File: src/rtl/status_regs_pkg.sv
package status_regs_pkg;

    // Register numbers of the command interface.
    localparam logic [7:0] REG_STATUS_ERROR = 8'h00;
    localparam logic [7:0] REG_DEVICE_TYPE = 8'h01;

    // Field layout of the status and error register.
    localparam int PENDING_LSB = 8;
    localparam int PENDING_MSB = 15;
    localparam int PENDING_W = 8;
    localparam int LOCK_LSB = 6;
    localparam int LOCK_MSB = 7;
    localparam int RESERVED_BIT = 5;
    localparam int READY_BIT = 4;
    localparam int ERR_LSB = 0;
    localparam int ERR_MSB = 3;

    // Values after reset.
    localparam logic [7:0] PENDING_RESET = 8'h00;
    localparam logic [1:0] LOCK_RESET = 2'h0;
    localparam logic [3:0] ERR_RESET = 4'h0;
    localparam logic [15:0] DATA_ZERO = 16'h0000;

    // Byte length of the fixed type string, terminating null included.
    localparam logic [15:0] TYPE_STRING_LEN = 16'h0009;

    // Layout of the response frame.
    localparam int RSP_STATUS_LSB = 24;
    localparam int RSP_STATUS_MSB = 25;
    localparam int RSP_REG_LSB = 16;
    localparam int RSP_REG_MSB = 23;
    localparam int RSP_DATA_LSB = 0;
    localparam int RSP_DATA_MSB = 15;

    // Response status field values.
    localparam logic [1:0] RSP_OK = 2'h0;
    localparam logic [1:0] RSP_EXEC_ERROR = 2'h1;
    localparam logic [1:0] RSP_EXT_ADDR = 2'h2;

    // Error field codes.
    localparam logic [3:0] ERR_OK = 4'h0;
    localparam logic [3:0] ERR_REGISTER_ABSENT = 4'h1;
    localparam logic [3:0] ERR_REGISTER_UNWRITABLE = 4'h2;
    localparam logic [3:0] ERR_VALUE_RANGE = 4'h3;
    localparam logic [3:0] ERR_BUSY_PENDING = 4'h4;
    localparam logic [3:0] ERR_INITIALIZING = 4'h5;
    localparam logic [3:0] ERR_EXT_ADDR_INVALID = 4'h6;
    localparam logic [3:0] ERR_EXT_ADDR_READONLY = 4'h7;
    localparam logic [3:0] ERR_EXEC_FAILURE = 4'h8;
    localparam logic [3:0] ERR_OUTPUT_ACTIVE = 4'h9;
    localparam logic [3:0] ERR_BAD_CONFIGURATION = 4'ha;
    localparam logic [3:0] ERR_RESERVED_FIRST = 4'hb;
    localparam logic [3:0] ERR_RESERVED_LAST = 4'he;
    localparam logic [3:0] ERR_VENDOR_SPECIFIC = 4'hf;

    // Handle of the type string for the extended address logic.
    // The value is arbitrary.
    localparam logic [7:0] TYPE_STRING_HANDLE = 8'h5a;

    // Command kinds seen by the decoder.
    typedef enum logic [2:0] {
        CMD_STATUS_READ,
        CMD_STATUS_WRITE,
        CMD_TYPE_READ,
        CMD_TYPE_WRITE,
        CMD_OTHER_CLAIMED,
        CMD_ABSENT
    } cmd_kind_t;

endpackage

File: src/rtl/module_status_and_type_regs.sv
// Summary of operation
// RQ1 - Status write acknowledged, nothing stored.
// RQ2 - Pending operation flags in bits 15:8.
// RQ3 - One flag per pending operation, clears.
// RQ4 - Pending field zero when nothing pending.
// RQ5 - Bits 7:6 give current lock level.
// RQ6 - Reset lock level from nonvolatile, savable.
// RQ7 - Reserved status bit reads zero.
// RQ8 - Bit 4 shows module ready.
// RQ9 - Ready low in warm-up or bad config.
// RQ10 - Status read returns, then clears error.
// RQ11 - Code 0 success, 1 absent register.
// RQ12 - Codes 2 unwritable, 3 range error.
// RQ13 - Codes 4 pending, 5 initializing.
// RQ14 - Codes 6, 7 extended address errors.
// RQ15 - Codes 8 failure, 9 output active.
// RQ16 - Code 0x0A invalid configuration.
// RQ17 - Codes 0x0B-0x0E never produced.
// RQ18 - Host reads status after errors.
// RQ19 - Type read returns 9, sets pointer.
// RQ20 - Write echoes data; failures return zero.
// RQ21 - Type register write is execution error.
// RQ22 - Response status in bits 25:24.
`timescale 1ns/10ps
module module_status_and_type_regs
    import status_regs_pkg::*;
(
    // Clock and reset.
    input wire logic sys_clk,
    input wire logic rst_b,
    // Command from the host packet decoder.
    input wire logic cmd_valid,
    input wire logic cmd_write,
    input wire logic [7:0] cmd_reg,
    input wire logic [15:0] cmd_data,
    // Outcome of commands served by other register blocks.
    input wire logic ext_claim,
    input wire logic ext_ok,
    input wire logic [1:0] ext_status,
    input wire logic [15:0] ext_data,
    input wire logic [3:0] ext_err_code,
    // Response toward the host packet encoder.
    output logic rsp_valid,
    output logic [31:0] rsp_frame,
    // Operation tracking.
    input wire logic [PENDING_W-1:0] op_start,
    input wire logic [PENDING_W-1:0] op_done,
    // Module condition.
    input wire logic init_active,
    input wire logic warmup_active,
    input wire logic config_invalid,
    input wire logic output_capable,
    input wire logic exec_fault,
    output logic module_ready_flag,
    // Lock level.
    input wire logic [1:0] nv_lock_default,
    input wire logic lock_load,
    input wire logic [1:0] lock_load_value,
    input wire logic save_defaults_operation,
    output logic [1:0] lock_level,
    output logic nv_lock_wr,
    output logic [1:0] nv_lock_wr_data,
    // Extended address access set-up.
    output logic ext_addr_setup,
    output logic [7:0] ext_addr_handle,
    output logic [15:0] ext_addr_length
);

    logic [PENDING_W-1:0] pending_q;
    logic [1:0] lock_q;
    logic boot_q;
    logic ready_q;
    logic ready_d;
    logic [3:0] err_q;
    logic [3:0] err_d;
    logic rsp_valid_q;
    logic [1:0] rsp_status_q;
    logic [1:0] rsp_status_d;
    logic [7:0] rsp_reg_q;
    logic [15:0] rsp_data_q;
    logic [15:0] rsp_data_d;
    logic nv_wr_q;
    logic [1:0] nv_data_q;
    logic setup_q;
    logic [7:0] handle_q;
    logic [15:0] length_q;
    logic setup_d;
    logic [15:0] status_word;
    cmd_kind_t kind;
    logic [3:0] cmd_err;

    // Classify a command by register number and direction.
    function automatic cmd_kind_t classify(input logic wr,
                                           input logic [7:0] num,
                                           input logic claimed);
        if (num == REG_STATUS_ERROR) begin
            classify = wr ? CMD_STATUS_WRITE : CMD_STATUS_READ;
        end else if (num == REG_DEVICE_TYPE) begin
            classify = wr ? CMD_TYPE_WRITE : CMD_TYPE_READ;
        end else if (claimed) begin
            classify = CMD_OTHER_CLAIMED;
        end else begin
            classify = CMD_ABSENT;
        end
    endfunction

    // Replace a code from the reserved range by a general failure.
    function automatic logic [3:0] legal_code(input logic [3:0] code);
        if (code >= ERR_RESERVED_FIRST && code <= ERR_RESERVED_LAST) begin
            legal_code = ERR_EXEC_FAILURE;
        end else begin
            legal_code = code;
        end
    endfunction

    // Refusal code shared by the commands that can be ignored.
    function automatic logic [3:0] gate_code(input logic init,
                                             input logic fault);
        if (init) begin
            // RQ13 - ignored while initializing.
            gate_code = ERR_INITIALIZING;
        end else if (fault) begin
            // RQ15 - general failure.
            gate_code = ERR_EXEC_FAILURE;
        end else begin
            gate_code = ERR_OK;
        end
    endfunction

    pending_flags u_pending (
        .sys_clk(sys_clk),
        .rst_b(rst_b),
        .op_start(op_start),
        .op_done(op_done),
        .pending_q(pending_q)
    );

    // RQ6 - nonvolatile default load.
    // The default is caught one edge after reset release.
    always_ff @(posedge sys_clk or negedge rst_b) begin
        if (!rst_b) begin
            boot_q <= 1'b1;
        end else begin
            boot_q <= 1'b0;
        end
    end

    // RQ5 - lock level hold.
    always_ff @(posedge sys_clk or negedge rst_b) begin
        if (!rst_b) begin
            lock_q <= LOCK_RESET;
        end else if (boot_q) begin
            lock_q <= nv_lock_default;
        end else if (lock_load) begin
            lock_q <= lock_load_value;
        end
    end

    // RQ6 - save defaults strobe.
    always_ff @(posedge sys_clk or negedge rst_b) begin
        if (!rst_b) begin
            nv_wr_q <= 1'b0;
        end else begin
            nv_wr_q <= save_defaults_operation;
        end
    end

    // RQ6 - saved lock level.
    always_ff @(posedge sys_clk or negedge rst_b) begin
        if (!rst_b) begin
            nv_data_q <= LOCK_RESET;
        end else if (save_defaults_operation) begin
            nv_data_q <= lock_q;
        end
    end

    // RQ9 - ready gating.
    always_comb begin
        ready_d = output_capable;
        if (init_active || warmup_active || config_invalid) begin
            ready_d = 1'b0;
        end
    end

    // RQ8 - ready flag.
    always_ff @(posedge sys_clk or negedge rst_b) begin
        if (!rst_b) begin
            ready_q <= 1'b0;
        end else begin
            ready_q <= ready_d;
        end
    end

    // Assemble the live status word.
    always_comb begin
        status_word = DATA_ZERO;
        // RQ2 - pending field placement.
        // RQ4 - zero when idle.
        status_word[PENDING_MSB:PENDING_LSB] = pending_q;
        status_word[LOCK_MSB:LOCK_LSB] = lock_q;
        // RQ7 - reserved reads zero.
        status_word[RESERVED_BIT] = 1'b0;
        status_word[READY_BIT] = ready_q;
        status_word[ERR_MSB:ERR_LSB] = err_q;
    end

    assign kind = classify(cmd_write, cmd_reg, ext_claim);

    // Decide the outcome of the current command.
    always_comb begin
        cmd_err = ERR_OK;
        rsp_status_d = RSP_OK;
        rsp_data_d = DATA_ZERO;
        setup_d = 1'b0;
        case (kind)
            CMD_STATUS_READ: begin
                // RQ10 - return previous error.
                rsp_data_d = status_word;
            end
            CMD_STATUS_WRITE: begin
                cmd_err = gate_code(init_active, exec_fault);
                // RQ1 - echo, store nothing.
                // RQ20 - echo written data.
                rsp_data_d = cmd_data;
            end
            CMD_TYPE_READ: begin
                cmd_err = gate_code(init_active, exec_fault);
                // RQ19 - length and pointer.
                rsp_data_d = TYPE_STRING_LEN;
                rsp_status_d = RSP_EXT_ADDR;
                setup_d = 1'b1;
            end
            CMD_TYPE_WRITE: begin
                // RQ21 - write refused.
                // RQ12 - read-only register.
                cmd_err = ERR_REGISTER_UNWRITABLE;
            end
            CMD_OTHER_CLAIMED: begin
                // RQ17 - reserved codes filtered.
                // RQ14 - extended address codes.
                // RQ16 - passed through unchanged.
                if (ext_ok) begin
                    rsp_data_d = ext_data;
                    rsp_status_d = ext_status;
                end else if (ext_err_code == ERR_OK) begin
                    cmd_err = ERR_EXEC_FAILURE;
                end else begin
                    cmd_err = legal_code(ext_err_code);
                end
            end
            CMD_ABSENT: begin
                // RQ11 - absent register code.
                cmd_err = ERR_REGISTER_ABSENT;
            end
            default: begin
                cmd_err = ERR_EXEC_FAILURE;
            end
        endcase
        if (cmd_err != ERR_OK) begin
            // RQ20 - failures return zero.
            rsp_status_d = RSP_EXEC_ERROR;
            rsp_data_d = DATA_ZERO;
            setup_d = 1'b0;
        end
    end

    // Next value of the error field.
    always_comb begin
        err_d = err_q;
        if (cmd_valid) begin
            // RQ10 - cleared by successful read.
            // RQ11 - success code recorded.
            err_d = cmd_err;
        end
    end

    // Error field register.
    always_ff @(posedge sys_clk or negedge rst_b) begin
        if (!rst_b) begin
            err_q <= ERR_RESET;
        end else begin
            err_q <= err_d;
        end
    end

    // Response strobe.
    always_ff @(posedge sys_clk or negedge rst_b) begin
        if (!rst_b) begin
            rsp_valid_q <= 1'b0;
        end else begin
            rsp_valid_q <= cmd_valid;
        end
    end

    // Response register.
    always_ff @(posedge sys_clk or negedge rst_b) begin
        if (!rst_b) begin
            rsp_status_q <= RSP_OK;
            rsp_reg_q <= REG_STATUS_ERROR;
            rsp_data_q <= DATA_ZERO;
        end else if (cmd_valid) begin
            rsp_status_q <= rsp_status_d;
            rsp_reg_q <= cmd_reg;
            rsp_data_q <= rsp_data_d;
        end
    end

    // Extended address set-up strobe.
    always_ff @(posedge sys_clk or negedge rst_b) begin
        if (!rst_b) begin
            setup_q <= 1'b0;
        end else begin
            setup_q <= cmd_valid && setup_d;
        end
    end

    // Extended address set-up register.
    always_ff @(posedge sys_clk or negedge rst_b) begin
        if (!rst_b) begin
            handle_q <= 8'h00;
            length_q <= DATA_ZERO;
        end else if (cmd_valid && setup_d) begin
            // RQ19 - point at type string.
            handle_q <= TYPE_STRING_HANDLE;
            length_q <= TYPE_STRING_LEN;
        end
    end

    // Response frame layout.
    always_comb begin
        rsp_frame = 32'h00000000;
        // RQ22 - status at 25:24.
        rsp_frame[RSP_STATUS_MSB:RSP_STATUS_LSB] = rsp_status_q;
        rsp_frame[RSP_REG_MSB:RSP_REG_LSB] = rsp_reg_q;
        rsp_frame[RSP_DATA_MSB:RSP_DATA_LSB] = rsp_data_q;
    end

    assign rsp_valid = rsp_valid_q;
    assign module_ready_flag = ready_q;
    assign lock_level = lock_q;
    assign nv_lock_wr = nv_wr_q;
    assign nv_lock_wr_data = nv_data_q;
    assign ext_addr_setup = setup_q;
    assign ext_addr_handle = handle_q;
    assign ext_addr_length = length_q;

endmodule // module_status_and_type_regs

File: src/rtl/pending_flags.sv
`timescale 1ns/10ps
module pending_flags
    import status_regs_pkg::*;
(
    // Clock and reset.
    input wire logic sys_clk,
    input wire logic rst_b,
    // Operation events, one bit per flag position.
    input wire logic [PENDING_W-1:0] op_start,
    input wire logic [PENDING_W-1:0] op_done,
    // Flag state.
    output logic [PENDING_W-1:0] pending_q
);

    genvar i;
    generate
        for (i = 0; i < PENDING_W; i++) begin : g_flag
            // RQ3 - own flag slot.
            always_ff @(posedge sys_clk or negedge rst_b) begin
                if (!rst_b) begin
                    pending_q[i] <= PENDING_RESET[i];
                end else if (op_start[i]) begin
                    pending_q[i] <= 1'b1;
                end else if (op_done[i]) begin
                    pending_q[i] <= 1'b0;
                end
            end
        end
    endgenerate

endmodule // pending_flags

File: config.mk
export PLATFORM = sky130hd
export DESIGN_NAME = module_status_and_type_regs
export DESIGN_NICKNAME = d
export VERILOG_FILES = /design/src/rtl/status_regs_pkg.sv /design/src/rtl/module_status_and_type_regs.sv /design/src/rtl/pending_flags.sv
export SDC_FILE = /design/constraint.sdc
export NUM_CORES = 1
export LEC_CHECK = 0
export BUFFER_PORTS_ARGS = -buffer_cell sky130_fd_sc_hd__buf_4
export CORE_ASPECT_RATIO = 0.5
export CORE_UTILIZATION = 41
export DETAILED_ROUTE_END_ITERATION = 6
export GPL_ROUTABILITY_DRIVEN = 0
export HOLD_SLACK_MARGIN = 0.1
export PLACE_DENSITY = 0.75
export SLEW_MARGIN = 30
export SYNTH_ARGS = -nofsm -noshare
export SYNTH_HDL_FRONTEND = slang
export SYNTH_SLANG_ARGS = --single-unit
File: constraint.sdc
create_clock -name sys_clk -period 3 [get_ports sys_clk]
set_clock_uncertainty 0.05 [all_clocks]
set_input_delay 0.3 -clock sys_clk [delete_from_list [all_inputs] [get_ports sys_clk]]
set_output_delay 0.3 -clock sys_clk [all_outputs]
set_load 0.05 [all_outputs]
==> key figures <==
STA
  – RSZ-0062 raised after global routing: false
  – Rel. slew slack: 55.2%
  – Min cycle time layout: 2.02 ns
  – Final Hold Viols: 0
  – Max Slew Vio Count: 0
  – Setup_tns: 0 ns
  – Finish-stage setup viols: 0
  – Peak Freq: 494 MHz
  – Fin crit share: 67.4%
  – Slew @ Worst Pin: 0.671 ns

Die
  – Num rows: 19
  – Die H: 58.0 µm
  – Initial Utilization: 44.7%
  – Die width: 114 µm
  – Core footprint: 5750 µm²
  – I/O pin cnt: 143
  – Die area: 6610 µm²

Routing
  – ANT nets after route: 0
  – DR vias/cell: 4.92
  – TritonRoute pass-1 iters: 4
  – Via count: 2214
  – DR WL/cell: 14.8 µm
  – DRC Markers: 0
  – Final WL: 6.66 mm
  – First DRT Iteration DRCs: 49

Worst setup path
  – Worst r2r src: err_q[0]
  – Critical Path Start Type: input pin
  – Crit path largest cell delay: 0.71 ns
  – CP Cell Sequence: buf_4 -> nor3_1 -> nand2_1 -> o211ai_2 -> o22ai_1
  – Data required time at the worst endpoint: 3.07 ns
  – Crit path max fanout: 20
  – CP arrival: 2.10 ns
  – Worst flop-to-flop path endpoint: rsp_data_q[0]
  – R2R Setup Slk: 1.88 ns
  – Reg2Reg Depth: 3
  – Setup CP Type: input pin to flip-flop
  – Critical Path Sink Type: flip-flop
  – CP max-delay cell: o211ai_2

Power and ir drop
  – Maximum vdd drop: 324 µV
  – Power per standard cell area: 510 nW/µm²
  – Leak pwr: 1.74 nW
  – Overall Power: 0.00181 W

Clock tree
  – Clock transition at path regs: 0.06 ns
  – H-tree lvl count: 2
  – Clock sink count: 48
  – Resize count post-CTS: 0
  – Cts bufs inserted: 5
  – Clock root buffer: clkbuf_16
  – CTS tree: done
  – Max Root-Sink Buffers: 2
  – Skew-Pair Late Insertion Delay: 0.28 ns

Worst hold path
  – WHS Endpoint: module_ready_flag
  – Critical hold path startpoint: config_invalid
  – Min-Delay Path Class: input pin to flip-flop
  – Hold depth: 2

Synth
  – Async set-reset flop share out of synthesis: 100%
  – Post-synth top cells: 47 x dfrtp_1, 31 x buf_4, 31 x inv_1, 18 x a31oi_1, 17 x o22ai_1
  – Synthesized area: 2570 µm²
  – YS warnings: 0
  – Synth unique cells: 43
  – Synth Instances: 259
  – Area leader, netlist: dfrtp_1
  – #FFs+latches synth: 48
  – Syn_area_per_cell: 9.93 µm²
  – Top area cells in the synthesized netlist: dfrtp_1 46%, buf_4 9.0%, mux2i_1 5.8%
  – Synth Flop Type: dfrtp_1
  – Post-synth EDFFs: 0
  – Seq/Total Area, Yosys: 46.7%
  – Top cell type's share of synthesized area: 45.7%
  – Most numerous cell in the Yosys netlist: dfrtp_1

Global routing
  – Vias in the first global route: 2194
  – Initial antenna violation count: 0
  – GRT Total Usage: 20.3%
  – GRT overflow: 0
  – Pin count of the biggest net entering global routing: 49
  – First-pass GRT wire length: 10.5 mm

Layout
  – FILL cells: 496
  – P&R area growth vs syn: 38.2%
  – Register area: 1200 µm²
  – Final net count: 444
  – Multi-input gate area: 1050 µm²
  – Proportion of layout cells with a drive suffix above 1: 38.3%
  – Diode count: 0

Placed design
  – Detailed Place HPWL: 5.04 mm
  – I/O Buffers: 118

Run
  – Max cap viols: 0

Run status
  – Outcome: finished clean
[report_power, final]
part | leakage, nW | total, W | internal (W) | switching (W)
logic | 1.08 | 0.000463 | 0.000164 | 0.000300
registers | 0.588 | 0.000720 | 0.000693 | 0.0000267
clock network | 0.0808 | 0.000628 | 0.000392 | 0.000236
total | 1.74 | 0.00181 | 0.00125 | 0.000563
[worst max-delay path by stage]
| stage | startpoint | endpoint | slack, ns | depth (start not counted) |
|---|---|---|---|---|
| after floorplan | cmd_reg[6] | rsp_status_q[0] | 1.31 | 6 |
| after CTS | cmd_reg[6] | rsp_data_q[4] | 1.00 | 5 |
| after global routing | cmd_reg[6] | rsp_data_q[4] | 0.80 | 5 |
| after detailed placement | cmd_reg[5] | rsp_data_q[15] | 0.71 | 5 |
| final | cmd_reg[5] | rsp_data_q[4] | 0.98 | 5 |
| after global placement | cmd_reg[6] | rsp_status_q[0] | 0.85 | 6 |
[layer usage]
metal  part of all wire [%]  track usage (%)
met1                     42             25.5
met3                    5.6             3.66
met5                      0                0
met4                    1.1             4.45
met2                     51             37.1
[cells in the final DEF (no fill, tap or decap), drive strengths merged, types with 2 or more instances in the layout]
cell type,count
a31oi,18
buf,119
o311a,2
mux2,10
nor4,2
nor3,16
nor2,4
a21o,8
a21oi,4
inv,31
xor2,2
and2,3
nand3,2
clkbuf,6
o22ai,17
dfrtp,47
mux2i,15
o21ai,6
conb,25
nand2,6
dlygate4sd3,2
[kinds of logic (layout without fill, tap and decap cells)]
kind of cell,after synthesis,in the layout,synth area share (%)
adders and majority gates,1,1,0.389
other,1,25,0.146
DFF,48,48,46.7
muxes,25,25,10.2
and+or+nand+nor,40,40,8.85
xor gates and xnor gates,3,3,1.02
AOI/OAI and AO/OA,64,64,16.8
buffers and inverters,77,160,15.8
[timing repair]
item / CTS / global route
hold buffers: 2 / 0
setup endpoints to repair: 0 / 0
endpoints found under the hold margin: 48 / 0
setup buffers: 0 / 0
[registers in the layout, summed over array words and instances, names as in the netlist]
register	count
module_ready_flag	1
u_pending.pending_q	8
err_q	4
rsp_data_q	16
nv_lock_wr	1
nv_lock_wr_data	2
ext_addr_setup	1
rsp_valid	1
rsp_status_q	2
ext_addr_handle	1
rsp_reg_q	8
lock_level	2
boot_q	1
[final cells by class]
class / count / area share (%)
Clock buffer: 6 / 3.63
Clock inverter: 2 / 0.986
Inverter: 31 / 3.27
Multi-Input combinational cell: 158 / 29.6
Sequential cell: 48 / 33.8
Tap cell: 84 / 2.96
Timing Repair Buffer: 121 / 25.7
[per-stage QoR]
stage                     instances  hold WS [ns]  utilization [%]  instance area, µm²  setup WS (ns)
after floorplan                 283       -0.0456                -                2660           1.31
after global placement          440         0.290             58.6                3370          0.849
after detailed placement        440         0.309             58.6                3370          0.706
after CTS                       450         0.116             61.8                3550           1.00
after global routing            450         0.118             61.8                3550          0.801
final                           450         0.117             61.8                3550          0.977
[critical path: cells and delay by family]
kind                   cells  cell delay [ns]
and+or+nand+nor            2             0.77
buffers and inverters      1             0.11
AOI/OAI and AO/OA          2             0.91
(Power assumes the default switching activity.)
